--- src/design/pws_pkg.sv ---
/*
 * Constants shared by the programming word store: header layout, block codes,
 * word counts per block, reset values and timing figures.
 * Assumes a single 20 MHz device clock.
 */
package pws_pkg;

    // ---------------------------------------------------------------
    // Clock and timing
    // ---------------------------------------------------------------
    localparam int unsigned CLK_HZ = 20_000_000;
    localparam int unsigned READY_MAX_US = 250;
    localparam int unsigned READY_MAX_CYCLES = READY_MAX_US * (CLK_HZ / 1_000_000);

    // ---------------------------------------------------------------
    // Word header layout
    // ---------------------------------------------------------------
    localparam int unsigned HDR_FIRST_BIT = 15;
    localparam int unsigned HDR_SHORT_BIT = 14;
    localparam int unsigned HDR_BLK_MSB = 13;
    localparam int unsigned HDR_BLK_LSB = 12;
    localparam logic [1:0] BLK_MODEM = 2'h0;
    localparam logic [1:0] BLK_TONE = 2'h1;
    localparam logic [1:0] BLK_SUBAUDIO = 2'h2;
    localparam logic [1:0] BLK_RESERVED = 2'h3;

    // ---------------------------------------------------------------
    // Word counts per block
    // ---------------------------------------------------------------
    localparam logic [3:0] B0_WORDS = 4'h8;
    localparam logic [3:0] B1_WORDS = 4'h6;
    localparam logic [3:0] B4_WORDS = 4'h9;
    localparam int unsigned B4_STORED = 8;

    // ---------------------------------------------------------------
    // Reset values
    // ---------------------------------------------------------------
    localparam logic [15:0] FRAME_SYNC_RESET = 16'hCB23;
    localparam logic [15:0] BIT_SYNC_RESET = 16'h5555;

    // ---------------------------------------------------------------
    // Four-tone lengths in ms, by code
    // ---------------------------------------------------------------
    localparam logic [7:0] TONE_MS_0 = 8'h28;
    localparam logic [7:0] TONE_MS_1 = 8'h3C;
    localparam logic [7:0] TONE_MS_2 = 8'h50;
    localparam logic [7:0] TONE_MS_3 = 8'h64;

    // Scramble seed select codes
    localparam logic [1:0] SCR_SEED_ONE = 2'h1;
    localparam logic [1:0] SCR_SEED_TWO = 2'h2;

    typedef enum logic [1:0] {ST_READY, ST_APPLY, ST_DONE} pws_state_e;

endpackage

--- src/design/pws_store.sv ---
/*
 * Programming word decoder and configuration store.
 * Assumes the host writes one 16-bit word per i_wr_strobe pulse, only while
 * o_prog_ready is high; mode inputs and received bits are synchronous to i_clk.
 */
// Operation
// (RULE1) Bit 15 marks a first word; bit 14 low selects block 4, else bits 13:12.
// (RULE2) Ready flag drops on each write, returns once applied, well within 250 us.
// (RULE3) Host writes block words in order from the first; may stop early.
// (RULE4) Block 0 words 0 and 1 low bytes form the frame sync pattern.
// (RULE5) Sync search compares sync MSB bit 7 with the earliest received bit.
// (RULE6) Reset loads frame sync pattern with CB23.
// (RULE7) Data after a frame head is scrambled with the selected two-word seed.
// (RULE8) A selected seed of zero disables scrambling.
// (RULE9) Both ends of a link must program identical seeds.
// (RULE10) Block 0 words 6 and 7 hold the bit sync pattern, reset 5555.
// (RULE11) Host keeps the tone transmit level within 0 to 1536.
// (RULE12) Block 1 word 0 bit 0 selects tone detector de-emphasis.
// (RULE13) De-emphasis needs voice enable, emphasis enable and the select bit.
// (RULE14) Block 1 word 1 bits 11:10 give tone length 40/60/80/100 ms.
// (RULE15) Receive silent prefix and suffix must last at least the tone length.
// (RULE16) A received tone of twice the tone length or more is rejected.
// (RULE17) Block 1 word 1 bits 9:4 set the minimum detect level.
// (RULE18) Block 1 word 1 bits 3:0 select the detector bandwidth.
// (RULE19) Programmable tone words hold N and R in bits 10:0.
// (RULE20) Host computes the remainder R and rounds it.
// (RULE21) Host programs tones only between 400 and 3000 Hz.
// (RULE22) Host never writes block 3.
// (RULE23) Block 4 has nine 14-bit words; word 1 zero, word 8 test only.
// (RULE24) Per-block word counter restarts on a first word and routes payloads.
`timescale 1ns/10ps
module pws_store
    import pws_pkg::*;
#(
    parameter int unsigned P_READY_MAX_CYCLES = READY_MAX_CYCLES
) (
    input wire logic i_clk,
    input wire logic i_reset,
    input wire logic i_wr_strobe,
    input wire logic [15:0] i_wr_data,
    input wire logic i_voice_enable,
    input wire logic i_emph_enable,
    input wire logic [1:0] i_scramble_sel,
    input wire logic i_rx_bit,
    input wire logic i_rx_bit_valid,
    output logic o_prog_ready,
    output logic [15:0] o_frame_sync,
    output logic [15:0] o_seed_one,
    output logic [15:0] o_seed_two,
    output logic [15:0] o_bit_sync,
    output logic [15:0] o_active_seed,
    output logic o_scramble_on,
    output logic o_sync_found,
    output logic [10:0] o_tone_level,
    output logic o_emph_select,
    output logic o_tone_deemph,
    output logic [1:0] o_tone_len_code,
    output logic [7:0] o_tone_len_ms,
    output logic [8:0] o_tone_reject_ms,
    output logic [5:0] o_detect_threshold,
    output logic [3:0] o_detect_bandwidth,
    output logic [10:0] o_tone_one,
    output logic [10:0] o_tone_two,
    output logic [10:0] o_tone_three,
    output logic [10:0] o_tone_four,
    output logic [13:0] o_fine_input_gain,
    output logic [13:0] o_fine_output_gain_one,
    output logic [13:0] o_fine_output_gain_two,
    output logic [13:0] o_output_one_offset,
    output logic [13:0] o_output_two_offset,
    output logic [13:0] o_ramp_rate,
    output logic [13:0] o_soft_limiter
);

    // ---------------------------------------------------------------
    // Helpers
    // ---------------------------------------------------------------
    // Slot of the incoming word and the counter value after it
    function automatic logic [3:0] slot_of(input logic first, input logic [3:0] cnt);
        slot_of = first ? 4'h0 : cnt;
    endfunction

    function automatic logic [3:0] count_after(input logic first, input logic [3:0] cnt,
                                               input logic [3:0] limit);
        logic [3:0] slot;
        slot = slot_of(first, cnt);
        count_after = (slot < limit) ? slot + 4'h1 : limit;
    endfunction

    function automatic logic [7:0] tone_ms(input logic [1:0] code);
        unique case (code)
            2'h0: tone_ms = TONE_MS_0;
            2'h1: tone_ms = TONE_MS_1;
            2'h2: tone_ms = TONE_MS_2;
            2'h3: tone_ms = TONE_MS_3;
        endcase
    endfunction

    // ---------------------------------------------------------------
    // State
    // ---------------------------------------------------------------
    pws_state_e state_reg;
    logic ready_reg;
    logic [15:0] word_reg;
    logic [3:0] cnt0_reg;
    logic [3:0] cnt1_reg;
    logic [3:0] cnt4_reg;
    logic [7:0] b0_mem [0:7];
    logic [11:0] b1_mem [0:5];
    logic [13:0] b4_mem [0:B4_STORED-1];
    logic [15:0] rx_shift_reg;
    logic [15:0] active_seed_reg;
    logic scramble_on_reg;
    logic sync_found_reg;
    logic deemph_reg;
    logic [7:0] tone_len_ms_reg;
    logic [8:0] tone_reject_ms_reg;

    // ---------------------------------------------------------------
    // Header decode
    // ---------------------------------------------------------------
    wire take = i_wr_strobe && ready_reg;
    wire applying = (state_reg == ST_APPLY);
    wire hdr_first = word_reg[HDR_FIRST_BIT];
    wire [1:0] hdr_blk = word_reg[HDR_BLK_MSB:HDR_BLK_LSB];
    // (RULE1) block select from header
    wire to_b4 = applying && !word_reg[HDR_SHORT_BIT];
    wire to_b0 = applying && word_reg[HDR_SHORT_BIT] && (hdr_blk == BLK_MODEM);
    wire to_b1 = applying && word_reg[HDR_SHORT_BIT] && (hdr_blk == BLK_TONE);
    wire [3:0] slot0 = slot_of(hdr_first, cnt0_reg);
    wire [3:0] slot1 = slot_of(hdr_first, cnt1_reg);
    wire [3:0] slot4 = slot_of(hdr_first, cnt4_reg);
    wire wr_b0 = to_b0 && (slot0 < B0_WORDS);
    wire wr_b1 = to_b1 && (slot1 < B1_WORDS);
    // (RULE23) test word 8 is counted but not kept
    wire wr_b4 = to_b4 && (slot4 < 4'(B4_STORED));
    wire [15:0] seed_one = {b0_mem[3], b0_mem[2]};
    wire [15:0] seed_two = {b0_mem[5], b0_mem[4]};
    wire [15:0] seed_sel = (i_scramble_sel == SCR_SEED_ONE) ? seed_one :
                           (i_scramble_sel == SCR_SEED_TWO) ? seed_two : 16'h0000;
    wire [15:0] rx_next = {rx_shift_reg[14:0], i_rx_bit};

    // ---------------------------------------------------------------
    // Write handshake
    // ---------------------------------------------------------------
    // (RULE2) ready drops on take, returns two edges later
    always_ff @(posedge i_clk) begin
        if (i_reset) begin
            state_reg <= ST_READY;
            ready_reg <= 1'b1;
            word_reg <= 16'h0000;
        end else begin
            unique case (state_reg)
                ST_READY: begin
                    if (take) begin
                        state_reg <= ST_APPLY;
                        ready_reg <= 1'b0;
                        word_reg <= i_wr_data;
                    end
                end
                ST_APPLY: state_reg <= ST_DONE;
                ST_DONE: begin
                    state_reg <= ST_READY;
                    ready_reg <= 1'b1;
                end
            endcase
        end
    end

    // ---------------------------------------------------------------
    // Word counters
    // ---------------------------------------------------------------
    // (RULE24) restart on first word, saturate at block length
    always_ff @(posedge i_clk) begin
        if (i_reset) begin
            cnt0_reg <= B0_WORDS;
            cnt1_reg <= B1_WORDS;
            cnt4_reg <= B4_WORDS;
        end else begin
            if (to_b0) cnt0_reg <= count_after(hdr_first, cnt0_reg, B0_WORDS);
            if (to_b1) cnt1_reg <= count_after(hdr_first, cnt1_reg, B1_WORDS);
            if (to_b4) cnt4_reg <= count_after(hdr_first, cnt4_reg, B4_WORDS);
        end
    end

    // ---------------------------------------------------------------
    // Block storage
    // ---------------------------------------------------------------
    // (RULE6) (RULE10) sync patterns take their reset values
    always_ff @(posedge i_clk) begin
        if (i_reset) begin
            for (int i = 0; i < 8; i++) begin
                b0_mem[i] <= 8'h00;
            end
            b0_mem[0] <= FRAME_SYNC_RESET[7:0];
            b0_mem[1] <= FRAME_SYNC_RESET[15:8];
            b0_mem[6] <= BIT_SYNC_RESET[7:0];
            b0_mem[7] <= BIT_SYNC_RESET[15:8];
        end else if (wr_b0) begin
            // (RULE4) low byte of each modem word
            b0_mem[slot0[2:0]] <= word_reg[7:0];
        end
    end

    always_ff @(posedge i_clk) begin
        if (i_reset) begin
            for (int i = 0; i < 6; i++) begin
                b1_mem[i] <= 12'h000;
            end
        end else if (wr_b1) begin
            b1_mem[slot1[2:0]] <= word_reg[11:0];
        end
    end

    always_ff @(posedge i_clk) begin
        if (i_reset) begin
            for (int i = 0; i < B4_STORED; i++) begin
                b4_mem[i] <= 14'h0000;
            end
        end else if (wr_b4) begin
            b4_mem[slot4[2:0]] <= word_reg[13:0];
        end
    end

    // ---------------------------------------------------------------
    // Derived controls
    // ---------------------------------------------------------------
    always_ff @(posedge i_clk) begin
        if (i_reset) begin
            active_seed_reg <= 16'h0000;
            scramble_on_reg <= 1'b0;
            deemph_reg <= 1'b0;
            tone_len_ms_reg <= TONE_MS_0;
            tone_reject_ms_reg <= {1'b0, TONE_MS_0} << 1;
        end else begin
            // (RULE7) (RULE8) selected seed, zero seed means off
            active_seed_reg <= seed_sel;
            scramble_on_reg <= (seed_sel != 16'h0000);
            // (RULE13) all three conditions needed
            deemph_reg <= i_voice_enable && i_emph_enable && b1_mem[0][0];
            // (RULE14) (RULE15) (RULE16) tone length and reject limit
            tone_len_ms_reg <= tone_ms(b1_mem[1][11:10]);
            tone_reject_ms_reg <= {1'b0, tone_ms(b1_mem[1][11:10])} << 1;
        end
    end

    // ---------------------------------------------------------------
    // Frame sync search
    // ---------------------------------------------------------------
    // (RULE5) earliest bit ends up at bit 15, facing sync MSB bit 7
    always_ff @(posedge i_clk) begin
        if (i_reset) begin
            rx_shift_reg <= 16'h0000;
            sync_found_reg <= 1'b0;
        end else begin
            sync_found_reg <= 1'b0;
            if (i_rx_bit_valid) begin
                rx_shift_reg <= rx_next;
                sync_found_reg <= (rx_next == {b0_mem[1], b0_mem[0]});
            end
        end
    end

    // ---------------------------------------------------------------
    // Outputs
    // ---------------------------------------------------------------
    assign o_prog_ready = ready_reg;
    assign o_frame_sync = {b0_mem[1], b0_mem[0]};
    assign o_seed_one = {b0_mem[3], b0_mem[2]};
    assign o_seed_two = {b0_mem[5], b0_mem[4]};
    assign o_bit_sync = {b0_mem[7], b0_mem[6]};
    assign o_active_seed = active_seed_reg;
    assign o_scramble_on = scramble_on_reg;
    assign o_sync_found = sync_found_reg;
    // (RULE12) de-emphasis select bit
    assign o_emph_select = b1_mem[0][0];
    assign o_tone_level = b1_mem[0][11:1];
    assign o_tone_deemph = deemph_reg;
    assign o_tone_len_code = b1_mem[1][11:10];
    assign o_tone_len_ms = tone_len_ms_reg;
    assign o_tone_reject_ms = tone_reject_ms_reg;
    // (RULE17) (RULE18) threshold and bandwidth fields
    assign o_detect_threshold = b1_mem[1][9:4];
    assign o_detect_bandwidth = b1_mem[1][3:0];
    // (RULE19) tone words carry N and R in bits 10:0
    assign o_tone_one = b1_mem[2][10:0];
    assign o_tone_two = b1_mem[3][10:0];
    assign o_tone_three = b1_mem[4][10:0];
    assign o_tone_four = b1_mem[5][10:0];
    assign o_fine_input_gain = b4_mem[0];
    assign o_fine_output_gain_one = b4_mem[2];
    assign o_fine_output_gain_two = b4_mem[3];
    assign o_output_one_offset = b4_mem[4];
    assign o_output_two_offset = b4_mem[5];
    assign o_ramp_rate = b4_mem[6];
    assign o_soft_limiter = b4_mem[7];

    logic [12:0] busy_cnt_reg;
    always_ff @(posedge i_clk) begin
        if (i_reset || ready_reg) begin
            busy_cnt_reg <= 13'h0000;
        end else begin
            busy_cnt_reg <= busy_cnt_reg + 13'h0001;
        end
    end
endmodule

--- config.mk ---
export PLATFORM = sky130hd
export DESIGN_NAME = pws_store
export DESIGN_NICKNAME = d
export VERILOG_FILES = /design/src/design/pws_pkg.sv /design/src/design/pws_store.sv
export SDC_FILE = /design/constraint.sdc
export NUM_CORES = 1
export LEC_CHECK = 0
export BUFFER_PORTS_ARGS = -buffer_cell sky130_fd_sc_hd__buf_2
export CORE_MARGIN = 3
export CORE_UTILIZATION = 50
export DETAILED_ROUTE_END_ITERATION = 12
export PLACE_DENSITY = 0.76
export SLEW_MARGIN = 0
export SYNTH_ARGS = -nofsm -noshare
export SYNTH_HDL_FRONTEND = slang
export SYNTH_SLANG_ARGS = --single-unit
--- constraint.sdc ---
create_clock -name i_clk -period 2.4 [get_ports i_clk]
set_clock_uncertainty 0.15 [all_clocks]
set_input_delay 0.12 -clock i_clk [delete_from_list [all_inputs] [get_ports i_clk]]
set_output_delay 0.12 -clock i_clk [all_outputs]
set_load 0.02 [all_outputs]
After elaboration in Yosys (flattened, before gate mapping) --
Memory sizes are Yosys's and may differ from the RTL's. Index checks and enable logic that the tools add are counted.
Cells by class: equality and inequality tests 10, bitwise operators 5, reduce and logical (&&, ||, !) cells 22, mux-type cells 37, $lt $le $gt $ge 4, add/subtract/negate cells 3
Operators by type and width (count):
- 8-bit two-way mux | 5
- 16-bit two-way mux | 2
- 8-bit case mux with 4 select lines | 1
- 4-bit two-way mux | 6
- 16-bit equality test | 1
- 16-bit nonzero test | 1
- 1-bit two-way mux | 15
- 14-bit two-way mux | 1
- 14-bit OR reduction | 1
- 4-bit by 1-bit adder with 4-bit output (second input constant) | 3
- 4-bit < comparator (second input constant) | 3
- 12-bit two-way mux | 1
- 12-bit OR reduction | 1
- 1-bit logical AND | 10
- 3-bit two-way mux | 3
- 2-bit by 1-bit equality test with 1-bit output (second input constant) | 4
- 2-bit equality test (second input constant) | 4
- 8-bit OR reduction | 1
- 2-bit zero test | 3
- 2-bit case mux with 3 select lines | 1
- 4-bit by 3-bit < comparator with 1-bit output (second input constant) | 1
- 1-bit OR | 4
- 2-bit AND reduction | 2
- 2-bit two-way mux | 1
- other kinds (6) | 6
Word-level totals: output and inout bits 267, bits in writable memories 248, register bits after elaboration 74, logic and storage cells 97, memories 3
Memory list:
- b4_mem | depth 8, bits a word 14, read ports 7, clocked after memory_dff 0, wr ports 8, line pws_store.sv:110 | logic [13:0] b4_mem [0:B4_STORED-1];
- b1_mem | depth 6, bits a word 12, read ports 6, clocked after memory_dff 0, wr ports 6, line pws_store.sv:109 | logic [11:0] b1_mem [0:5];
- b0_mem | depth 8, bits a word 8, read ports 8, clocked after memory_dff 0, wr ports 8, line pws_store.sv:108 | logic [7:0] b0_mem [0:7];

Logic depth before layout (Yosys ltp) --
Gate-level depths: netlist of run 1.
word-level depth 9, gate-level depth with buffers 9, depth with buffers taken out 8

Worst setup path before layout of run 1 --
Ideal clock, no wire load.
path kind reg-to-reg, start point register state_reg[1], end point memory b0_mem[6][0], enable pin, arrival time 1612 ps, setup time 334 ps, required time 1916 ps, slack 303 ps, period minus slack after synthesis 2097 ps, path buffers 1, stages on the path, launching flop included 8, cells stage by stage dfxtp_1 > inv_1 > ha_1 > and4bb_1 > buf_6 > nand4_4 > or2_2 > nand2b_1
RTL lines:
- from (decl) | line pws_store.sv:102 | pws_state_e state_reg;
- from (signal assigned) | line pws_store.sv:149 | state_reg <= ST_READY;
- from (signal assigned) | line pws_store.sv:156 | state_reg <= ST_APPLY;
- from (signal assigned) | line pws_store.sv:161 | ST_APPLY: state_reg <= ST_DONE;
- to (decl) | line pws_store.sv:108

==> metrics.md, run 1 <==
| Metric | Value |
|---|---|
| Status | `complete, no violations` |
| Max FFs per register | `98` |
| Largest fanout on the critical path | `11` |
| Post-CTS Setup Bufs | `0` |
| Starting density of the core | `between 50% and 60%` |
| Share of layout cells above drive strength 1 | `around 33%` |
| Worst Path Arrival | `2.38 ns` |
| Final setup fails | `0` |
| Placement Rows | `56` |
| Asr flop ratio synth | `0%` |
| Synthesized instance count | `between 900 and 1000` |
| Synth Area in Simple Gates | `around a fifth` |
| CTS tree | `done` |
| Pre-CTS setup slack | `0.0919 ns` |
| Sequential area share after synthesis | `about 70%` |
| Final Cycle Share | `about 96%` |
| DRT Pass-1 Iters | `7` |
| Met3 WL | `between 2000 and 3000 um` |
| Slew Viols, Final | `0` |
| Primary FF master, synth | `edfxtp_1` |
| Synth area leaders | `edfxtp_1 (57%), dfxtp_1 (12%), and2_1 (8.5%), nor2_1 (1.9%), nand2_1 (1.6%)` |
| Die X | `162 um` |
| Slowest stage cell, crit path | `nor4_2` |
| Die H | `162 um` |
| Highest metal used | `met4` |
| WL met2 | `15300 um` |
| Avg Inst Size Synth | `roughly 13 um2` |
| CTS sink cnt | `300` |
| Worst-skew pair later-pin latency | `0.54 ns` |
| Vias in the first global route | `8160` |
| HP Class | `in2reg` |
| Core area | `23600 um2` |
| Htree depth | `1` |
| Crit Path Category | `reg2reg` |
| Clk root buf | `clkbuf_16` |
| Largest net degree at the start of global routing | `41` |
| Detailed Route Iter0 Violations | `600` |
| Synthesized cell area | `12100 um2` |
| Commonest cells in the netlist | `edfxtp_1 (230), and2_1 (165), dfxtp_1 (70)` |
| Flops & latches, synth | `300` |
| GRT Resource Usage Total | `22.9%` |
| Via/cell ratio | `5.20` |
| Multi-input logic area | `about 3400 um2` |
| Clock transition at path regs | `about 0.060 ns` |
| M1 WL | `12400 um` |
| DRC errors left | `0` |
| YS warnings | `0` |
| Final std cells w/o fill | `1585` |
| Crit-path cells | `inv_1 -> ha_1 -> nand4b_1 -> nor4_2 -> and3_1 -> or2_2` |
| Wire per inst | `19.5 um` |
| Largest family of logic cells by synthesized area | `simple AND/OR/NAND/NOR gates` |
| TNS Setup | `0 ns` |
| Complex-gate fraction of the synthesized area | `3.15%` |
| Maximum clock rate | `435 MHz` |
| First-pass GRT wire length | `46400 um` |
| VDD IR max | `0.638 mV` |
| Cell variety after synth | `55` |
| Clock Tree Buf Depth | `3` |
| Crit path time final | `2.30 ns` |
| Post-synthesis xor/xnor area fraction | `about 1.2%` |
| RSZ-0062 raised after global routing | `true` |
| Post-Synth Adder-Cell Area | `1.34%` |
| PnR worst setup slack | `0.102 ns` |
| Area growth syn-to-layout | `25.0%` |
| Critical path data required time | `2.48 ns` |
| N_diodes | `0` |
| Worst slew pin tran | `1.22 ns` |
| Fin. Hold Viols | `0` |
| Gr ovfl total | `0` |
| DIE AREA | `26100 um2` |
| Critical Path Sink Type | `register` |
| Number of instances in the placed design | `1494` |
| Fill cell count | `1800` |
| Number of flops mapped to enable cells by yosys | `230` |
| R2r setup slk | `0.10 ns` |
| CP startpoint kind | `register` |
| Via count of the routed design | `between 8000 and 9000` |
| Synth top area share | `57.1%` |
| Largest stage delay, worst path | `0.39 ns` |
| Most frequent cell after synthesis | `edfxtp_1` |
| Port bufs | `284` |
| Biggest regs | `b4_mem x98, b1_mem x68, b0_mem x64` |
| Largest Register | `b4_mem` |
| Final ANT Viol Nets | `0` |
| Post-synthesis mux area share | `1.24%` |
| Max Cap Viol | `0` |
| Leading area contributor after synthesis | `edfxtp_1` |
| Wirelength, routed | `between 30000 and 40000 um` |
| Antenna violations before repair | `0` |
| Max-slew headroom | `18.7%` |
| PwrDens | `approximately 780 nW/um2` |
| Nets | `between 1000 and 1500` |
| Leakage | `6.33 nW` |
| Post-DP HPWL | `21000 um` |
| Top Ports | `roughly 300` |
| Num CTS Buffers | `31` |
| Worst hold slack | `0.0574 ns` |
| FF/Latch Area | `8310 um2` |
| Routability Congestion | `0.823` |
-- cell families (layout without fill, tap and decap cells) --
family                   Yosys count  after routing
XOR/XNOR                          16             16
other                              1              7
buffers and inverters             90            428
flip-flops                       300            300
AO/OA/AOI/OAI                     57             57
adder cells (fa/ha/maj)           13             13
AND/OR/NAND/NOR                  430            430
multiplexers                      15             15
-- metal layers --
layer,vias to the layer above,GRT usage (%)
met5,-,0
met2,306,39.3
met3,55,6.18
met1,4026,29.1
met4,0,5.75
li1,3853,-
-- cell type report --
type | count | share of cell area [%]
Multi-Input combinational cell | 538 | 22.3
Clock inverter | 15 | 0.521
Clock buffer | 42 | 5.66
Timing Repair Buffer | 357 | 13.6
Inverter | 14 | 0.347
Tap cell | 319 | 2.64
Sequential cell | 300 | 54.9
-- final timing paths --
path,startpoint,to,depth (start not counted)
hold reg to reg,cnt1_reg[3],cnt1_reg[3],2
setup reg to reg,state_reg[1],b1_mem[2][6],6
setup / recovery,state_reg[1],b1_mem[2][6],6
hold / removal,i_scramble_sel[1],o_active_seed[9],4
-- worst max-delay path: cells and delay by family (launching register included) --
| family | cells | cell delay, ns |
|---|---|---|
| adder cells (fa/ha/maj) | 1 | 0.24 |
| buffers and inverters | 1 | 0.10 |
| flip-flops | 1 | 0.33 |
| AND/OR/NAND/NOR | 4 | 1.15 |
-- what timing repair did --
action	in CTS	in global routing
hold endpoints to repair	48	0
hold buffers	34	0
gates resized for setup	0	6
endpoints found under the setup margin	0	152
-- power breakdown --
| group | switching [mW] | leakage, nW | total (mW) | internal (mW) |
|---|---|---|---|---|
| Clock | 1.94 | 0.466 | 4.44 | 2.49 |
| Sequential | 0.328 | 2.89 | 6.11 | 5.79 |
| Combinational | 0.795 | 2.98 | 1.22 | 0.424 |
| Total | 3.07 | 6.33 | 11.8 | 8.70 |
-- cell usage in the layout, fill, tap and decap left out, drive strengths merged, types with 10 or more instances in the layout --
cell type / count
a22oi: 17
dlygate4sd3: 34
mux2i: 15
and2: 174
buf: 323
nor3: 35
clkinv: 12
a21oi: 21
or2: 21
dfxtp: 70
or3: 11
clkbuf: 42
edfxtp: 230
nand2: 52
inv: 15
nand2b: 10
nor4: 27
ha: 13
nor2: 64
xor2: 16
-- through the flow --
step                cell area [um2]  total power, mW  util (%)
floorplan                     12100             6.83         -
detailed placement            13800             7.36      58.6
global placement              13800             7.34      58.6
CTS                           15100             11.8      64.0
finish                        15100             11.8      64.1
global route                  15100             12.2      64.1
Note: power is estimated with default switching activity, not from simulation.
==> inputs of run 2 (changes only) <==
--- a/config.mk
+++ b/config.mk
@@ -10,6 +10,7 @@
 export CORE_UTILIZATION = 50
 export DETAILED_ROUTE_END_ITERATION = 12
 export PLACE_DENSITY = 0.76
+export REMOVE_ABC_BUFFERS = 1
 export SLEW_MARGIN = 0
 export SYNTH_ARGS = -nofsm -noshare
 export SYNTH_HDL_FRONTEND = slang
==> run 2 against run 1 <==
Cell count shrank 0.95%. Largest cell class unchanged. Sequential share of layout area grew 0.34 points. Die area is the same. Count of clock-buffer cells in the layout grew 7. Core utilization shrank 0.40 points. Total power shrank 0.49%. Sequential power is essentially flat. Combinational power shrank 4%. Flip-flop and latch count is the same. Critical path type unchanged. Hold slack lost 0.00093 ns. Global-route usage shrank 0.77 points. Wire length shrank 2.6%.
==> metrics.md, run 2 (synthesis results as in run 1) <==
| Metric | Value |
|---|---|
| Core area | `23600 um2` |
| DIE AREA | `approximately 26000 um2` |
| Largest delay share family, worst path | `simple AND/OR/NAND/NOR gates` |
| Post-CTS Setup Bufs | `0` |
| Clock transition at path regs | `~0.060 ns` |
| Final ANT Viol Nets | `0` |
| Placement Rows | `56` |
| Vias in the first global route | `8017` |
| Worst-skew pair later-pin latency | `around 0.54 ns` |
| Antenna violations before repair | `0` |
| Pre-CTS setup slack | `about 0.059 ns` |
| Wire per inst | `approximately 19 um` |
| Critical path data required time | `2.48 ns` |
| Num CTS Buffers | `30` |
| Largest fanout on the critical path | `12` |
| Final Cycle Share | `92.9%` |
| Largest net degree at the start of global routing | `between 40 and 50` |
| N_diodes | `0` |
| RSZ-0062 raised after global routing | `false` |
| Worst slew pin tran | `about 1.2 ns` |
| Worst hold slack | `between 0.05 and 0.06 ns` |
| First-pass GRT wire length | `45100 um` |
| Crit path time final | `2.23 ns` |
| Die X | `162 um` |
| Post-DP HPWL | `20400 um` |
| Max-slew headroom | `21.4%` |
| DRT Pass-1 Iters | `5` |
| Number of instances in the placed design | `~1500` |
| Gr ovfl total | `0` |
| Slew Viols, Final | `0` |
| Fill cell count | `1800` |
| Commonest cells after routing, fill and taps aside | `buf_2 (283), edfxtp_1 (230), and2_1 (165)` |
| Top Ports | `292` |
| VDD IR max | `0.575 mV` |
| Clk root buf | `clkbuf_16` |
| Commonest non-fill, non-tap cell in the layout | `buf_2` |
| Clock Tree Buf Depth | `3` |
| HP Class | `in2reg` |
| DRC errors left | `0` |
| PnR worst setup slack | `0.170 ns` |
| Final std cells w/o fill | `1570` |
| Routability Congestion | `~0.82` |
| Biggest regs | `b4_mem x98, b1_mem x68, b0_mem x64` |
| Via count of the routed design | `8156` |
| Pwr Total | `11.7 mW` |
| Worst Path Buf+Inv | `1` |
| Max Cap Viol | `0` |
| Worst Path Arrival | `2.31 ns` |
| Crit-path cells | `inv_1 -> ha_1 -> nand4b_1 -> a21o_4 -> nor4_4 -> or2_4` |
| Slowest stage cell, crit path | `dfxtp_1` |
| Wirelength, routed | `30100 um` |
| Maximum clock rate | `approximately 450 MHz` |
| Area growth syn-to-layout | `24.2%` |
| Final setup fails | `0` |
| Port bufs | `284` |
| Htree depth | `1` |
| Fin. Hold Viols | `0` |
| Nets | `1266` |
| GRT Resource Usage Total | `about 22%` |
| Finished layout cell area | `between 15000 and 20000 um2` |
| Area after DPL | `13800 um2` |
| Starting density of the core | `51.3%` |
| Critical Path Sink Type | `register` |
| CTS tree | `done` |
| CTS sink cnt | `300` |
| Die H | `162 um` |
| Detailed Route Iter0 Violations | `590` |
| PwrDens | `~780 nW/um2` |
| Largest stage delay, worst path | `around 0.32 ns` |
| Crit Path Category | `reg2reg` |
| Via/cell ratio | `5.19` |
| Share of layout cells above drive strength 1 | `between 30% and 40%` |
| Largest Register | `b4_mem` |
| Max FFs per register | `approximately 100` |
| Leakage | `6.27 nW` |
| Status | `complete, no violations` |
| CP startpoint kind | `register` |
-- run 2: tightest hold or removal path, stage by stage --
cell	delay [ns]
buf_2	0.09
nor2b_1	0.21
a22oi_1	0.22
nor2_1	0.05
-- run 2: area by class of cell --
class	instances	area, um2	area share [%]
timing repair buffer	344	1940	12.9
inverter	14	52.6	0.350
clock inverter	6	28.8	0.191
sequential	300	8310	55.3
tap	319	399	2.65
multi-input combinational	538	3390	22.5
clock buffer	49	913	6.07
-- run 2: final timing paths --
check / start / endpoint / slack, ns / cells past startpoint
worst max-delay path: state_reg[1] / b1_mem[1][1] / 0.17 / 6
worst min-delay path: i_scramble_sel[0] / o_active_seed[14] / 0.06 / 4
worst max register to register: state_reg[1] / b1_mem[1][1] / 0.17 / 6
worst min register to register: state_reg[1] / state_reg[1] / 0.34 / 2
-- run 2: layer usage --
| metal | GRT usage (%) | wire (um) | vias up |
|---|---|---|---|
| met4 | 6.77 | 767 | 0 |
| li1 | - | - | 3817 |
| met2 | 37.6 | 14700 | 327 |
| met5 | 0 | 0 | - |
| met1 | 28.9 | 12400 | 3952 |
| met3 | 4.46 | 2180 | 60 |
-- run 2: per-stage QoR --
| stage | TNS, ns | util (%) |
|---|---|---|
| floorplan | -4.85 | - |
| global placement | 0 | 58.6 |
| detailed placement | 0 | 58.6 |
| CTS | 0 | 63.6 |
| global route | 0 | 63.7 |
| finish | 0 | 63.7 |
-- run 2: timing repair --
| item | CTS | global route |
|---|---|---|
| hold buffers | 23 | 0 |
| gates resized for setup | 0 | 11 |
| setup endpoints to repair | 0 | 149 |
| endpoints found under the hold margin | 50 | 0 |
-- run 2: where the power goes --
| part | switching [mW] | leakage (nW) | internal (mW) | total (mW) |
|---|---|---|---|---|
| Sequential | 0.323 | 2.89 | 5.79 | 6.11 |
| Combinational | 0.782 | 2.92 | 0.384 | 1.17 |
| Clock | 1.86 | 0.466 | 2.58 | 4.44 |
| Total | 2.96 | 6.27 | 8.75 | 11.7 |
==> inputs of run 3 (changes only) <==
--- a/config.mk
+++ b/config.mk
@@ -7,9 +7,10 @@
 export LEC_CHECK = 0
 export BUFFER_PORTS_ARGS = -buffer_cell sky130_fd_sc_hd__buf_2
 export CORE_MARGIN = 3
-export CORE_UTILIZATION = 50
+export CORE_UTILIZATION = 40
+export CTS_CLUSTER_DIAMETER = 40
 export DETAILED_ROUTE_END_ITERATION = 12
-export PLACE_DENSITY = 0.76
+export PLACE_DENSITY = 0.64
 export REMOVE_ABC_BUFFERS = 1
 export SLEW_MARGIN = 0
 export SYNTH_ARGS = -nofsm -noshare
==> run 3 against run 2 <==
Non-clock buffer count up 9. Clock power up 43%. Fmax down 0.99%. Largest power group is now clock. Core utilization down 11 points. First-iteration DRC count down 17%. Combinational power up 9%. Flip-flop and latch count unchanged. Cell count up 6.5%. Sequential share of layout area down 2.5 points. Sequential power down 0.8%. Die area up 24%.
==> metrics.md, run 3 (synthesis results as in run 1) <==
| Metric | Value |
|---|---|
| Status | `complete, no violations` |
| Post-CTS Setup Bufs | `0` |
| Biggest regs | `b4_mem x98, b1_mem x68, b0_mem x64` |
| Slowest stage cell, crit path | `dfxtp_1` |
| Htree depth | `2` |
| N_diodes | `0` |
| Worst Path Arrival | `~2.3 ns` |
| Core area | `between 20000 and 30000 um2` |
| CTS tree | `done` |
| M3 GR Usage | `4.27%` |
| Most used routing layer | `met2` |
| Finished layout cell area | `approximately 16000 um2` |
| Num CTS Buffers | `42` |
| Nets | `about 1300` |
| Gr ovfl total | `0` |
| Placement Rows | `63` |
| Die H | `180 um` |
| PnR worst setup slack | `0.148 ns` |
| Final setup fails | `0` |
| Largest fanout on the critical path | `12` |
| DRT Pass-1 Iters | `5` |
| Detailed Route Iter0 Violations | `491` |
| Crit. path cell count | `7` |
| DRC errors left | `0` |
| Vias in the first global route | `8308` |
| Crit Path Category | `reg2reg` |
| CTS sink cnt | `300` |
| Largest stage delay, worst path | `0.32 ns` |
| Top Ports | `292` |
| Largest delay share family, worst path | `simple AND/OR/NAND/NOR gates` |
| RSZ-0062 raised after global routing | `true` |
| Largest Register | `b4_mem` |
| Post-DP HPWL | `around 22000 um` |
| Max Cap Viol | `0` |
| Die X | `between 150 and 200 um` |
| Port bufs | `284` |
| Clock transition at path regs | `0.06 ns` |
| M1 GR Usage | `25.3%` |
| First-pass GRT wire length | `around 50000 um` |
| Clock Tree Buf Depth | `3` |
| Area growth syn-to-layout | `30.0%` |
| Crit-path cells | `inv_1 -> ha_1 -> buf_4 -> nand4b_1 -> a21o_4 -> nor4_4 -> or2_4` |
| Via/cell ratio | `4.86` |
| Pwr Total | `13.7 mW` |
| Critical Path Sink Type | `register` |
| Max FFs per register | `just under 100` |
| Share of layout cells above drive strength 1 | `33.9%` |
| Worst Path Buf+Inv | `2` |
| PwrDens | `between 800 and 900 nW/um2` |
| Wirelength, routed | `32000 um` |
| WHS Path Cells | `4` |
| Pre-CTS setup slack | `0.0157 ns` |
| Routability Congestion | `around 0.84` |
| Starting density of the core | `40.7%` |
| Wire per inst | `19.2 um` |
| VDD IR max | `0.629 mV` |
| Final ANT Viol Nets | `0` |
| Max-slew headroom | `19.0%` |
| Finished Core Util | `~53%` |
| Fin. Hold Viols | `0` |
| R2R cell count | `7` |
| DIE AREA | `32400 um2` |
| Final Cycle Share | `93.8%` |
| GRT Resource Usage Total | `19.5%` |
| Largest net degree at the start of global routing | `57` |
| HP Class | `in2reg` |
| Critical path data required time | `2.45 ns` |
| CP startpoint kind | `register` |
| Clk root buf | `clkbuf_16` |
| Slew Viols, Final | `0` |
| Antenna violations before repair | `2` |
| Commonest non-fill, non-tap cell in the layout | `buf_2` |
| Worst-skew pair later-pin latency | `0.51 ns` |
| Commonest cells after routing, fill and taps aside | `buf_2 (283), edfxtp_1 (230), and2_1 (165)` |
| Maximum clock rate | `between 400 and 500 MHz` |
| Fill cell count | `2599` |
| Met2 Usage GRT | `32.3%` |
| Via count of the routed design | `8130` |
| Worst slew pin tran | `around 1.2 ns` |
| Leakage | `between 6 and 7 nW` |
| Crit path time final | `between 2 and 2.5 ns` |
| Area after DPL | `14000 um2` |
run 3: cell count changes in the layout (fill, tap and decap cells not counted), sizes merged:
cell and change:
dlygate4sd3 +6, inv +7, clkbuf +2, clkinvlp +2, bufinv +6, buf +3
clkinv +5
run 3: area by class of cell:
cell class,instances,area [um2],share of cell area [%]
repair buffers,353,2040,13.0
flip-flops and latches,300,8310,52.8
clock buffers,51,1150,7.30
inverters,14,52.6,0.334
clock inverters,26,322,2.04
well taps,390,488,3.10
multi-input cells,538,3380,21.5
run 3: worst min-delay path, delay by kind of cell:
kind / cells / cell delay [ns]
AO/OA/AOI/OAI: 1 / 0.22
AND/OR/NAND/NOR: 2 / 0.26
buffers and inverters: 1 / 0.08
run 3: path summary, 6_finish.rpt:
check                    startpoint           endpoint  slack (ns)
setup reg to reg       state_reg[1]       b1_mem[1][3]        0.15
hold reg to reg        state_reg[1]       state_reg[1]        0.34
setup / recovery       state_reg[1]       b1_mem[1][3]        0.15
hold / removal    i_scramble_sel[0]  o_active_seed[15]        0.08
run 3: timing repair:
action	in CTS	in global routing
endpoints found under the setup margin	0	110
hold buffers	29	0
gates resized for setup	0	7
endpoints found under the hold margin	49	0
run 3: per-stage QoR:
stage	hold slack (ns)	TNS [ns]	std cells
5_1_grt	0.130	-0.0209	1672
2_1_floorplan	0.0391	-4.85	852
3_5_place_dp	0.218	0	1566
3_3_place_gp	0.214	0	1566
6_report	0.0767	0	1672
4_1_cts	0.0350	0	1672
run 3: report_power, final:
part / switching [mW] / internal [mW] / leakage, nW / total (mW)
clock: 2.28 / 4.10 / 0.713 / 6.37
combinational: 0.858 / 0.413 / 2.98 / 1.27
sequential: 0.274 / 5.79 / 2.89 / 6.06
run 3: layer usage:
layer	part of all wire [%]	routed length [um]
met5	0	0
met4	3.2	1030
met3	6.5	2080
met1	42	13600
met2	48	15400
